## src/design/swl_pkg.sv

```systemverilog
// Package for the single-wire LED current control block.
// Assumes a 10 MHz system clock and a control line already synchronous to it.
package swl_pkg;

	// Clock period and the documented time-outs, in their own units
	localparam int SWL_CLK_NS       = 100;
	localparam int SWL_LATCH_US     = 500;
	localparam int SWL_OFF_US       = 500;
	localparam int SWL_PWM_OFF_US   = 1000;
	// Longest times, so cycle counts round down
	localparam int SWL_LATCH_CYC    = (SWL_LATCH_US * 1000) / SWL_CLK_NS;
	localparam int SWL_OFF_CYC      = (SWL_OFF_US * 1000) / SWL_CLK_NS;
	localparam int SWL_PWM_OFF_CYC  = (SWL_PWM_OFF_US * 1000) / SWL_CLK_NS;

	localparam int SWL_CW           = 14;
	localparam logic [13:0] SWL_CNT_MAX  = 14'h3fff;
	localparam logic [13:0] SWL_CNT_ONE  = 14'h0001;
	localparam logic [4:0]  SWL_STEP_ONE = 5'h01;
	localparam logic [4:0]  SWL_MAX16    = 5'h10;
	localparam logic [4:0]  SWL_MAX8     = 5'h08;
	localparam logic [4:0]  SWL_MAX4     = 5'h04;
	localparam logic [3:0]  SWL_DUTY_MIN = 4'h1;
	localparam logic [3:0]  SWL_DUTY_MAX = 4'ha;
	localparam logic [19:0] SWL_DUTY_SCALE = 20'h00014;

	// Sink level, in units of 10 uA, indexed by step code minus one
	localparam logic [11:0] SWL_LVL16 [16] = '{12'h7d0, 12'h74e, 12'h6c2, 12'h640, 12'h5be, 12'h532,
		12'h4b0, 12'h42e, 12'h3a2, 12'h320, 12'h29e, 12'h212, 12'h190, 12'h10e, 12'h082, 12'h03f};
	localparam logic [11:0] SWL_LVL8 [8] = '{12'h7d0, 12'h6c2, 12'h5be, 12'h4b0, 12'h3a2, 12'h29e,
		12'h190, 12'h082};
	localparam logic [11:0] SWL_LVL4 [4] = '{12'h7d0, 12'h532, 12'h29e, 12'h057};
	// PWM level indexed by duty in tenths minus one (10% .. 100%)
	localparam logic [11:0] SWL_LVLPWM [10] = '{12'h0f0, 12'h1ae, 12'h276, 12'h334, 12'h3f2, 12'h4ba,
		12'h578, 12'h636, 12'h6fe, 12'h7d0};

	// Product variant strap, one-hot
	typedef enum logic [3:0] {
		SWL_VAR16  = 4'h1,
		SWL_VAR8   = 4'h2,
		SWL_VAR4   = 4'h4,
		SWL_VARPWM = 4'h8
	} swl_variant_e;

	// Drive towards the three current sinks
	typedef struct packed {
		logic [2:0]  en;
		logic [11:0] level;
	} swl_sink_s;

	// Whole state of the controller
	typedef struct packed {
		logic        pin_q;
		logic        on_q;
		logic [4:0]  step_q;
		logic [4:0]  applied_q;
		logic [13:0] hi_cnt_q;
		logic [13:0] lo_cnt_q;
		logic [13:0] per_cnt_q;
		logic [13:0] hi_len_q;
		logic [3:0]  duty_q;
		logic        pump_q;
		swl_sink_s   sink_q;
	} swl_state_s;

endpackage

```

## src/design/swl_ctrl.sv

```systemverilog
// Control logic of a three-channel LED driver steered by one control line.
// Assumes ctrl_line is synchronous to clk, variant is a static strap and
// supply_ok comes from the analog headroom comparator.
//
// How it works
// In the edge-counting variants every rising edge of the control line counts once into the step register.
// After a burst the line stays high and, once the latch time-out runs out, the counted step drives the sinks.
// A low level lasting the off time-out shuts the driver down, turns the sinks off and zeroes the step register.
// From shutdown the first rising edge switches the driver on at step 1, the full 20 mA.
// Each further rising edge before the last step moves one step lower in current.
// The 16-step variant maps codes 1 to 16 linearly from 20 mA down to 0.63 mA.
// The 8-step variant maps codes 1 to 8 from 20 mA down to 1.3 mA.
// The 4-step variant maps codes 1 to 4 to 20, 13.3, 6.7 and 0.87 mA.
// The host may toggle the line at up to 1 MHz during a burst.
// Edge-counting variants keep watching the supply in 2x mode and fall back to 1x when it suffices.
// The PWM variant scales the current with the line's duty cycle, 100% giving 20 mA and 10% about 2.4 mA.
// The PWM variant shuts down when the line is held low for 1 ms.
// The PWM variant latches 2x mode and leaves it only through a 1 ms low on the line.
// The host keeps every low gap in a burst between 0.3 and 75 us.
// The host keeps every high interval in a burst under 75 us.
// A rising edge past the last step wraps back to step 1.
`timescale 1ns/1ps

module swl_ctrl #(
	parameter logic [13:0] LATCH_CYC   = 14'(swl_pkg::SWL_LATCH_CYC),
	parameter logic [13:0] OFF_CYC     = 14'(swl_pkg::SWL_OFF_CYC),
	parameter logic [13:0] PWM_OFF_CYC = 14'(swl_pkg::SWL_PWM_OFF_CYC)
)(
	input  wire logic                 clk,
	input  wire logic                 rst_n,
	input  wire logic                 ctrl_line,
	input  wire swl_pkg::swl_variant_e variant,
	input  wire logic                 supply_ok,
	output swl_pkg::swl_sink_s        led_sink_outputs,
	output logic                      pump_2x
);

	swl_pkg::swl_state_s s_q;
	swl_pkg::swl_state_s s_d;
	logic                rise;
	logic                fall;
	logic [4:0]          step_max;
	logic [11:0]         step_level;

	// Saturating increment keeps a stuck line from wrapping a time-out counter
	function automatic logic [13:0] sat_inc(input logic [13:0] v);
		sat_inc = (v == swl_pkg::SWL_CNT_MAX) ? v : v + swl_pkg::SWL_CNT_ONE;
	endfunction

	// Duty in tenths, rounded to nearest and clamped to 1..10
	function automatic logic [3:0] decile(input logic [13:0] hi, input logic [13:0] per);
		logic [19:0] hi20;
		logic [19:0] per_k;
		decile = swl_pkg::SWL_DUTY_MIN;
		hi20   = {6'h00, hi} * swl_pkg::SWL_DUTY_SCALE;
		for (int k = 2; k <= 10; k++)
		begin
			per_k = {6'h00, per} * 20'(2 * k - 1);
			if (hi20 >= per_k)
				decile = 4'(k);
		end
	endfunction

	assign rise = ctrl_line & ~s_q.pin_q;
	assign fall = ~ctrl_line & s_q.pin_q;

	// Last step code per variant; an illegal strap falls back to 16 steps.
	// Kept apart from the level lookup so no loop runs through the next state
	always_comb
	begin
		step_max = swl_pkg::SWL_MAX16;
		unique case (variant)
			swl_pkg::SWL_VAR16:  step_max = swl_pkg::SWL_MAX16;
			swl_pkg::SWL_VAR8:   step_max = swl_pkg::SWL_MAX8;
			swl_pkg::SWL_VAR4:   step_max = swl_pkg::SWL_MAX4;
			swl_pkg::SWL_VARPWM: step_max = swl_pkg::SWL_MAX16;
			default:             step_max = swl_pkg::SWL_MAX16;
		endcase
	end

	// Next state; line timing is measured in whole clocks, so a 1 MHz burst
	// still gives five samples per level at this clock rate
	always_comb
	begin
		s_d       = s_q;
		s_d.pin_q = ctrl_line;
		// High and low run lengths, restarted at each level change
		if (ctrl_line)
		begin
			s_d.hi_cnt_q = s_q.pin_q ? sat_inc(s_q.hi_cnt_q) : swl_pkg::SWL_CNT_ONE;
			s_d.lo_cnt_q = '0;
		end
		else
		begin
			s_d.lo_cnt_q = s_q.pin_q ? swl_pkg::SWL_CNT_ONE : sat_inc(s_q.lo_cnt_q);
			s_d.hi_cnt_q = '0;
		end
		s_d.per_cnt_q = rise ? swl_pkg::SWL_CNT_ONE : sat_inc(s_q.per_cnt_q);
		if (fall)
			s_d.hi_len_q = s_q.hi_cnt_q;

		if (variant == swl_pkg::SWL_VARPWM)
		begin
			// Duty taken at each later rise from the last whole period; the first rise after shutdown gives full duty
			if (rise)
			begin
				s_d.on_q   = 1'b1;
				s_d.duty_q = s_q.on_q ? decile(s_q.hi_len_q, s_q.per_cnt_q) : swl_pkg::SWL_DUTY_MAX;
			end
			if (s_d.hi_cnt_q == PWM_OFF_CYC)
				s_d.duty_q = swl_pkg::SWL_DUTY_MAX;
			// 2x is latched so the pump does not hunt on every PWM edge
			if (s_d.on_q && !supply_ok)
				s_d.pump_q = 1'b1;
			if (s_d.lo_cnt_q == PWM_OFF_CYC)
			begin
				s_d.on_q   = 1'b0;
				s_d.duty_q = '0;
				s_d.pump_q = 1'b0;
			end
		end
		else
		begin
			if (rise)
			begin
				if (!s_q.on_q)
				begin
					s_d.on_q      = 1'b1;
					s_d.step_q    = swl_pkg::SWL_STEP_ONE;
					s_d.applied_q = swl_pkg::SWL_STEP_ONE;
				end
				else if (s_q.step_q >= step_max)
					s_d.step_q = swl_pkg::SWL_STEP_ONE;
				else
					s_d.step_q = s_q.step_q + swl_pkg::SWL_STEP_ONE;
			end
			if (s_d.hi_cnt_q == LATCH_CYC)
				s_d.applied_q = s_d.step_q;
			if (s_d.lo_cnt_q == OFF_CYC)
			begin
				s_d.on_q      = 1'b0;
				s_d.step_q    = '0;
				s_d.applied_q = '0;
			end
			s_d.pump_q = s_d.on_q & ~supply_ok;
		end

		// Level lookup on the settled next step or duty, so a latch shows at once
		step_level = '0;
		unique case (variant)
			swl_pkg::SWL_VAR16:  step_level = swl_pkg::SWL_LVL16[4'(s_d.applied_q - swl_pkg::SWL_STEP_ONE)];
			swl_pkg::SWL_VAR8:   step_level = swl_pkg::SWL_LVL8[3'(s_d.applied_q - swl_pkg::SWL_STEP_ONE)];
			swl_pkg::SWL_VAR4:   step_level = swl_pkg::SWL_LVL4[2'(s_d.applied_q - swl_pkg::SWL_STEP_ONE)];
			swl_pkg::SWL_VARPWM: step_level = swl_pkg::SWL_LVLPWM[4'(s_d.duty_q - swl_pkg::SWL_DUTY_MIN)];
			default:             step_level = swl_pkg::SWL_LVL16[4'(s_d.applied_q - swl_pkg::SWL_STEP_ONE)];
		endcase

		// Sinks are off and at zero level whenever the driver is shut down
		s_d.sink_q.en    = {3{s_d.on_q}};
		s_d.sink_q.level = s_d.on_q ? step_level : '0;
	end

	// State register
	always_ff @(posedge clk or negedge rst_n)
	begin
		if (!rst_n)
			s_q <= '0;
		else
			s_q <= s_d;
	end

	assign led_sink_outputs = s_q.sink_q;
	assign pump_2x          = s_q.pump_q;
endmodule

```

## config.mk

```make
export PLATFORM = sky130hd
export DESIGN_NAME = swl_ctrl
export DESIGN_NICKNAME = d
export VERILOG_FILES = /design/src/design/swl_pkg.sv /design/src/design/swl_ctrl.sv
export SDC_FILE = /design/constraint.sdc
export NUM_CORES = 1
export LEC_CHECK = 0
export BUFFER_PORTS_ARGS = -buffer_cell sky130_fd_sc_hd__buf_4
export CORE_MARGIN = 2
export CORE_UTILIZATION = 35
export DETAILED_ROUTE_END_ITERATION = 12
export GPL_TIMING_DRIVEN = 0
export PLACE_DENSITY = 0.56
export SYNTH_ARGS = -nofsm -noshare
export SYNTH_HDL_FRONTEND = slang
export SYNTH_SLANG_ARGS = --single-unit
```

## constraint.sdc

```tcl
create_clock -name clk -period 7.3 [get_ports clk]
set_input_delay 0.365 -clock clk [delete_from_list [all_inputs] [get_ports clk]]
set_output_delay 0.365 -clock clk [all_outputs]
set_load 0.05 [all_outputs]
```

## After elaboration in Yosys (flattened, before gate mapping)

Memories as Yosys holds them, arrays and structs flattened.
Cells that the tools add are included.

| storage, ports and cells | value |
|---|---|
| input port bits | 8 |
| output and inout port bits | 16 |
| memories | 3 |
| word-level logic and storage cells | 116 |
| bits in registers | 86 |
| ROM bits | 480 |

| operators by class | value |
|---|---|
| order comparisons | 14 |
| muxes and demuxes | 47 |
| bitwise gates (word level) | 10 |
| eq/ne operators | 12 |
| multipliers | 10 |
| reduce and logical (&&, ||, !) cells | 2 |
| add/subtract/negate cells | 6 |

Memory list:

| memory | words | bits a word | read ports | clocked after memory_dff | wr ports | line | source |
|---|---|---|---|---|---|---|---|
| (name not given) | 16 | 12 | 1 | 0 | 0 | swl_ctrl.sv:155 | `default: step_level = swl_pkg::SWL_LVL16[4'(s_d.applied_q - swl_pkg::SWL_STEP_ONE)];` |
| (name not given) | 16 | 12 | 1 | 0 | 0 | swl_ctrl.sv:154 | `swl_pkg::SWL_VARPWM: step_level = swl_pkg::SWL_LVLPWM[4'(s_d.duty_q - swl_pkg::SWL_DUTY_MIN)];` |
| (name not given) | 8 | 12 | 1 | 0 | 0 | swl_ctrl.sv:152 | `swl_pkg::SWL_VAR8: step_level = swl_pkg::SWL_LVL8[3'(s_d.applied_q - swl_pkg::SWL_STEP_ONE)];` |

Operators with widths:

| cell | count |
|---|---|
| $mux 12 | 9 |
| $mux 14 | 6 |
| $ge 19x18->1 | 4 |
| $mul 14x4->18 const B | 4 |
| $eq 14x14->1 const B | 5 |
| $mul 14x3->17 const B | 3 |
| $mux 4 | 12 |
| $add 14x1->14 const B | 3 |
| $ge 19x17->1 | 2 |
| $ge 19x19->1 | 2 |
| $mul 14x5->19 const B | 2 |
| $pmux 12 s3 | 1 |
| $mux 11 | 3 |
| $mux 5 | 6 |
| $eq 14x13->1 const B | 2 |
| $mux 28 | 1 |
| $bmux 12 s2 | 1 |
| $ge 19x16->1 | 1 |
| $mul 14x2->16 const B | 1 |
| $ge 5x5->1 const B | 2 |
| $not 4->5 | 2 |
| $pmux 5 s2 | 1 |
| $sub 4x1->4 const B | 2 |
| $mux 1 | 6 |
| 16 further kinds | 20 |

## Longest topological paths before layout

| depth | value |
|---|---|
| word-level depth | 23 |
| depth in mapped cells | 34 |
| gate-level depth less buffers | 34 |

## Worst setup path before layout

No wires, ideal clock.

| timing path | value |
|---|---|
| path kind | register to register |
| start | register s_q[36] (netlist name) |
| end | register s_q (netlist bit led_sink_outputs[4]) |
| library setup time | 0.111 ns |
| required time | 7.189 ns |
| buffers on the path | 0 |
| path slack | 0.490 ns |
| period minus slack after synthesis | 6.810 ns |
| arrival time | 6.698 ns |
| stages on the path, launching flop included | 32 |
| cells stage by stage | dfrtp_1 > fa_1 > fa_1 > ha_1 > a21o_1 > a21oi_1 > o21ai_0 > a21oi_1 > o21ai_0 > a21oi_1 > o21ai_0 > a21oi_1 > o21ai_0 > a211o_1 > a21oi_1 > xnor2_1 > ha_1 > nand3_1 > or4_1 > a21oi_1 > a211oi_1 > or2_2 > o31a_1 > o41ai_1 > o21a_1 > ha_1 > inv_1 > and3_1 > or2_2 > nand2_1 > o21ai_1 > a2111oi_2 |

RTL lines:

| item | line | source |
|---|---|---|
| from (decl) | swl_ctrl.sv:38 | `swl_pkg::swl_state_s s_q;` |
| from (signal assigned) | swl_ctrl.sv:167 | `s_q <= '0;` |
| from (signal assigned) | swl_ctrl.sv:169 | `s_q <= s_d;` |

==> results.toml <==
[clock_network]
clock-root-buffer = "clkbuf_16"
cts_buffers = 9
path_clk_slew_ns = 0.07
cts_buffer_depth = 2
insertion_delay_ns = 0.37
cts.htree.levels = 3
cts_tree = "done"
cts.sinks = 83

[placement]
port_buffers = 22
place_ws_ns = -1.41
dpl.hpwl_um = 34100
gp_congestion = 0.890

[logic_synthesis]
synth_ff_type = "dfrtp_1"
syn-num-nets = 2281
synth-async-reset-ratio_pct = 100
yosys.area.top_type_share_pct = 26.8
postSynthCellCount = 1856
ys_seq_area_share_pct = 13.1
synth-warning-count = 0
synth_edf_count = 0
synthDistinctLibCells = 91
synth.most_common_cell = "ha_1"
synth.top_cells.by_area = "ha_1 27%, dfrtp_1 13%, fa_1 9.7%, xnor2_1 5.3%, inv_1 4.8%"
yosys-top-cells-count = "340 x ha_1, 204 x inv_1, 149 x a21oi_1"
syn_area_per_cell_um2 = 8.56
syn_area_mm2 = 0.0159
synth-seq-cells = 83
yosys.area.top_type = "ha_1"

[power_and_ir_drop]
p_int_mw = 1.89
pwr_density_cell_mw_per_mm2 = 203
pwr-share-clk_pct = 12.7
swShare_pct = 48.2
pwr-share-seq_pct = 15.8
peakVddDrop_v = 0.000188
p_sw_mw = 1.76
p_leak_nw = 8.86
combPwrFrac_pct = 71.5
finalPower_mw = 3.65

[die]
placementRows = 78
start_util_pct = 35.3
ios = 24
dieArea_mm2 = 0.0471
die_h_um = 217
core_mm2 = 0.0451
die_x_um = 217

[global_route]
grtUsageTotal_pct = 19.0
antenna_found_initial = 0
grt-ovfl-total = 0
grt_pass1_vias = 14200
grt_max_degree = 84
grt_pass1_wl_um = 71700

[routing]
via_per_inst = 5.45
wl_per_cell_um = 17.5
drt_wl_total_um = 44300
first_iter_violations = 628
via_count = 13800
drc = 0
ant_nets = 0
first_pass_iters = 5

[critical_path]
cp.arrival_ns = 7.27
slowest_stage = "xnor2_2"
max_stage_delay_ns = 0.73
end_kind = "flip-flop"
critPathRequiredTime_ns = 7.54
critPathLaunchType = "flip-flop"
path_max_fanout = 11
reg2reg_slack_ns = 0.27
crit_type = "reg -> reg"

[cells_and_area]
num_antenna_cells = 0
fin_util_pct = 39.8
synthToLayoutAreaGrowth_pct = 13.0
layout-drive-gt1-share_pct = 13.4
nets = 2354

[timing]
setup_viol = 0
period_share_pct = 96.3
worst_pin_slew_ns = 1.35
post-route-min-period_ns = 7.03
final_max_slew_viol_count = 0
fmax_ghz = 0.142
hold_viol = 0
finClkSkew_ns = 0.00729
timing.final.ws_setup_ns = 0.274
maxSlewHeadroom_pct = 9.05

[outcome]
status = "finished clean"

[hold_path]
hp-class = "in -> reg"

[flow_run]
maxCapViolCount = 0
-- registers in the layout, summed over array words and instances, names as in the netlist --
name,flops
led_sink_outputs,12
pump_2x,1
s_q,70
-- worst max-delay path: cells and delay by family, from the launching register on --
family / cells / cell delay [ns]
simple gates: 8 / 1.69
compound gates: 11 / 2.08
fa+ha+maj: 5 / 1.53
xor+xnor: 1 / 0.73
buf+inv: 3 / 0.21
flops: 1 / 0.60
-- layout by cell type, fill, tap and decap left out, types with 9 or more instances in the layout --
cell type / count
o21bai_1: 27
o21ai_0: 74
a21o_1: 49
a31oi_1: 14
nor3_1: 25
a21oi_1: 115
o21a_1: 10
nand2_1: 107
nor2b_1: 21
ha_1: 327
and3_1: 11
and4_1: 9
nand2b_1: 25
fa_1: 74
o211ai_1: 20
a211oi_1: 22
dfrtp_1: 72
xor2_1: 29
mux2i_1: 9
nor2_1: 110
mux2_2: 13
inv_1: 202
nand4_1: 30
o21ai_2: 11
xnor2_1: 92
clkbuf_1: 16
clkbuf_16: 9
a21oi_2: 33
a211o_1: 16
nand3_1: 58
nor4_1: 13
buf_4: 78
-- cells by family (layout without fill, tap and decap cells) --
group                    after synthesis  after routing  share of synthesized area [%]
AND/OR/NAND/NOR                      480            480                           15.7
AO/OA/AOI/OAI                        477            477                           19.7
adder cells (fa/ha/maj)              417            417                           36.5
buffers and inverters                249            327                           6.42
XOR/XNOR                             127            127                           7.12
flip-flops                            83             83                           13.1
multiplexers                          22             22                           1.49
other                                  1              1                         0.0236
-- area by class of cell --
cell class | instances | area (um2)
Fill cell | 4591 | 27100
Multi-Input combinational cell | 1524 | 13300
Sequential cell | 83 | 2100
Inverter | 210 | 797
Tap cell | 600 | 751
Timing Repair Buffer | 63 | 474
Clock buffer | 10 | 239
Buffer | 38 | 225
Clock inverter | 6 | 47.5
-- metal layers --
metal	GRT usage, %	share of wire (%)	vias to the layer above
met5	0	0	-
met4	5.55	2.2	0
met3	2.50	3.2	62
met2	33.7	49	204
met1	24.0	45	6745
li1	-	-	6791
-- path summary, 6_finish.rpt --
| path | from | end | cells after the start |
|---|---|---|---|
| worst max-delay path | s_q[21] | led_sink_outputs[4] | 28 |
| max in group asynchronous | rst_n | s_q[38] | 1 |
| worst min-delay path | supply_ok | pump_2x | 2 |
| worst min register to register | pump_2x | pump_2x | 2 |
| min in group asynchronous | rst_n | led_sink_outputs[5] | 1 |
| worst max register to register | s_q[21] | led_sink_outputs[4] | 28 |
-- stage by stage --
step / setup TNS (ns) / hold slack [ns] / instance area (um2) / instances
6_report: 0 / 0.187 / 18000 / 2534
5_1_grt: -0.0874 / 0.194 / 18000 / 2534
4_1_cts: 0 / 0.179 / 17500 / 2515
3_5_place_dp: -13.11 / 0.478 / 16800 / 2478
3_3_place_gp: -12.20 / 0.473 / 16800 / 2478
2_1_floorplan: 0 / 0.0694 / 15900 / 1856
-- power by group through the flow --
stage / clock, mW / sequential, mW / combinational [mW]
global placement: 0 / 0.600 / 2.13
floorplan: 0 / 0.570 / 1.61
detailed placement: 0 / 0.600 / 2.18
global route: 0.493 / 0.582 / 2.91
CTS: 0.476 / 0.577 / 2.35
finish: 0.465 / 0.575 / 2.61
-- repair_timing --
item	4_1_cts	5_1_grt
gates resized for setup	62	79
pin swaps	19	50
hold buffers	0	0
gates cloned	0	0
endpoints found under the setup margin	13	10
buffers inserted	22	19
No activity file was read; power rests on OpenSTA's default activity.
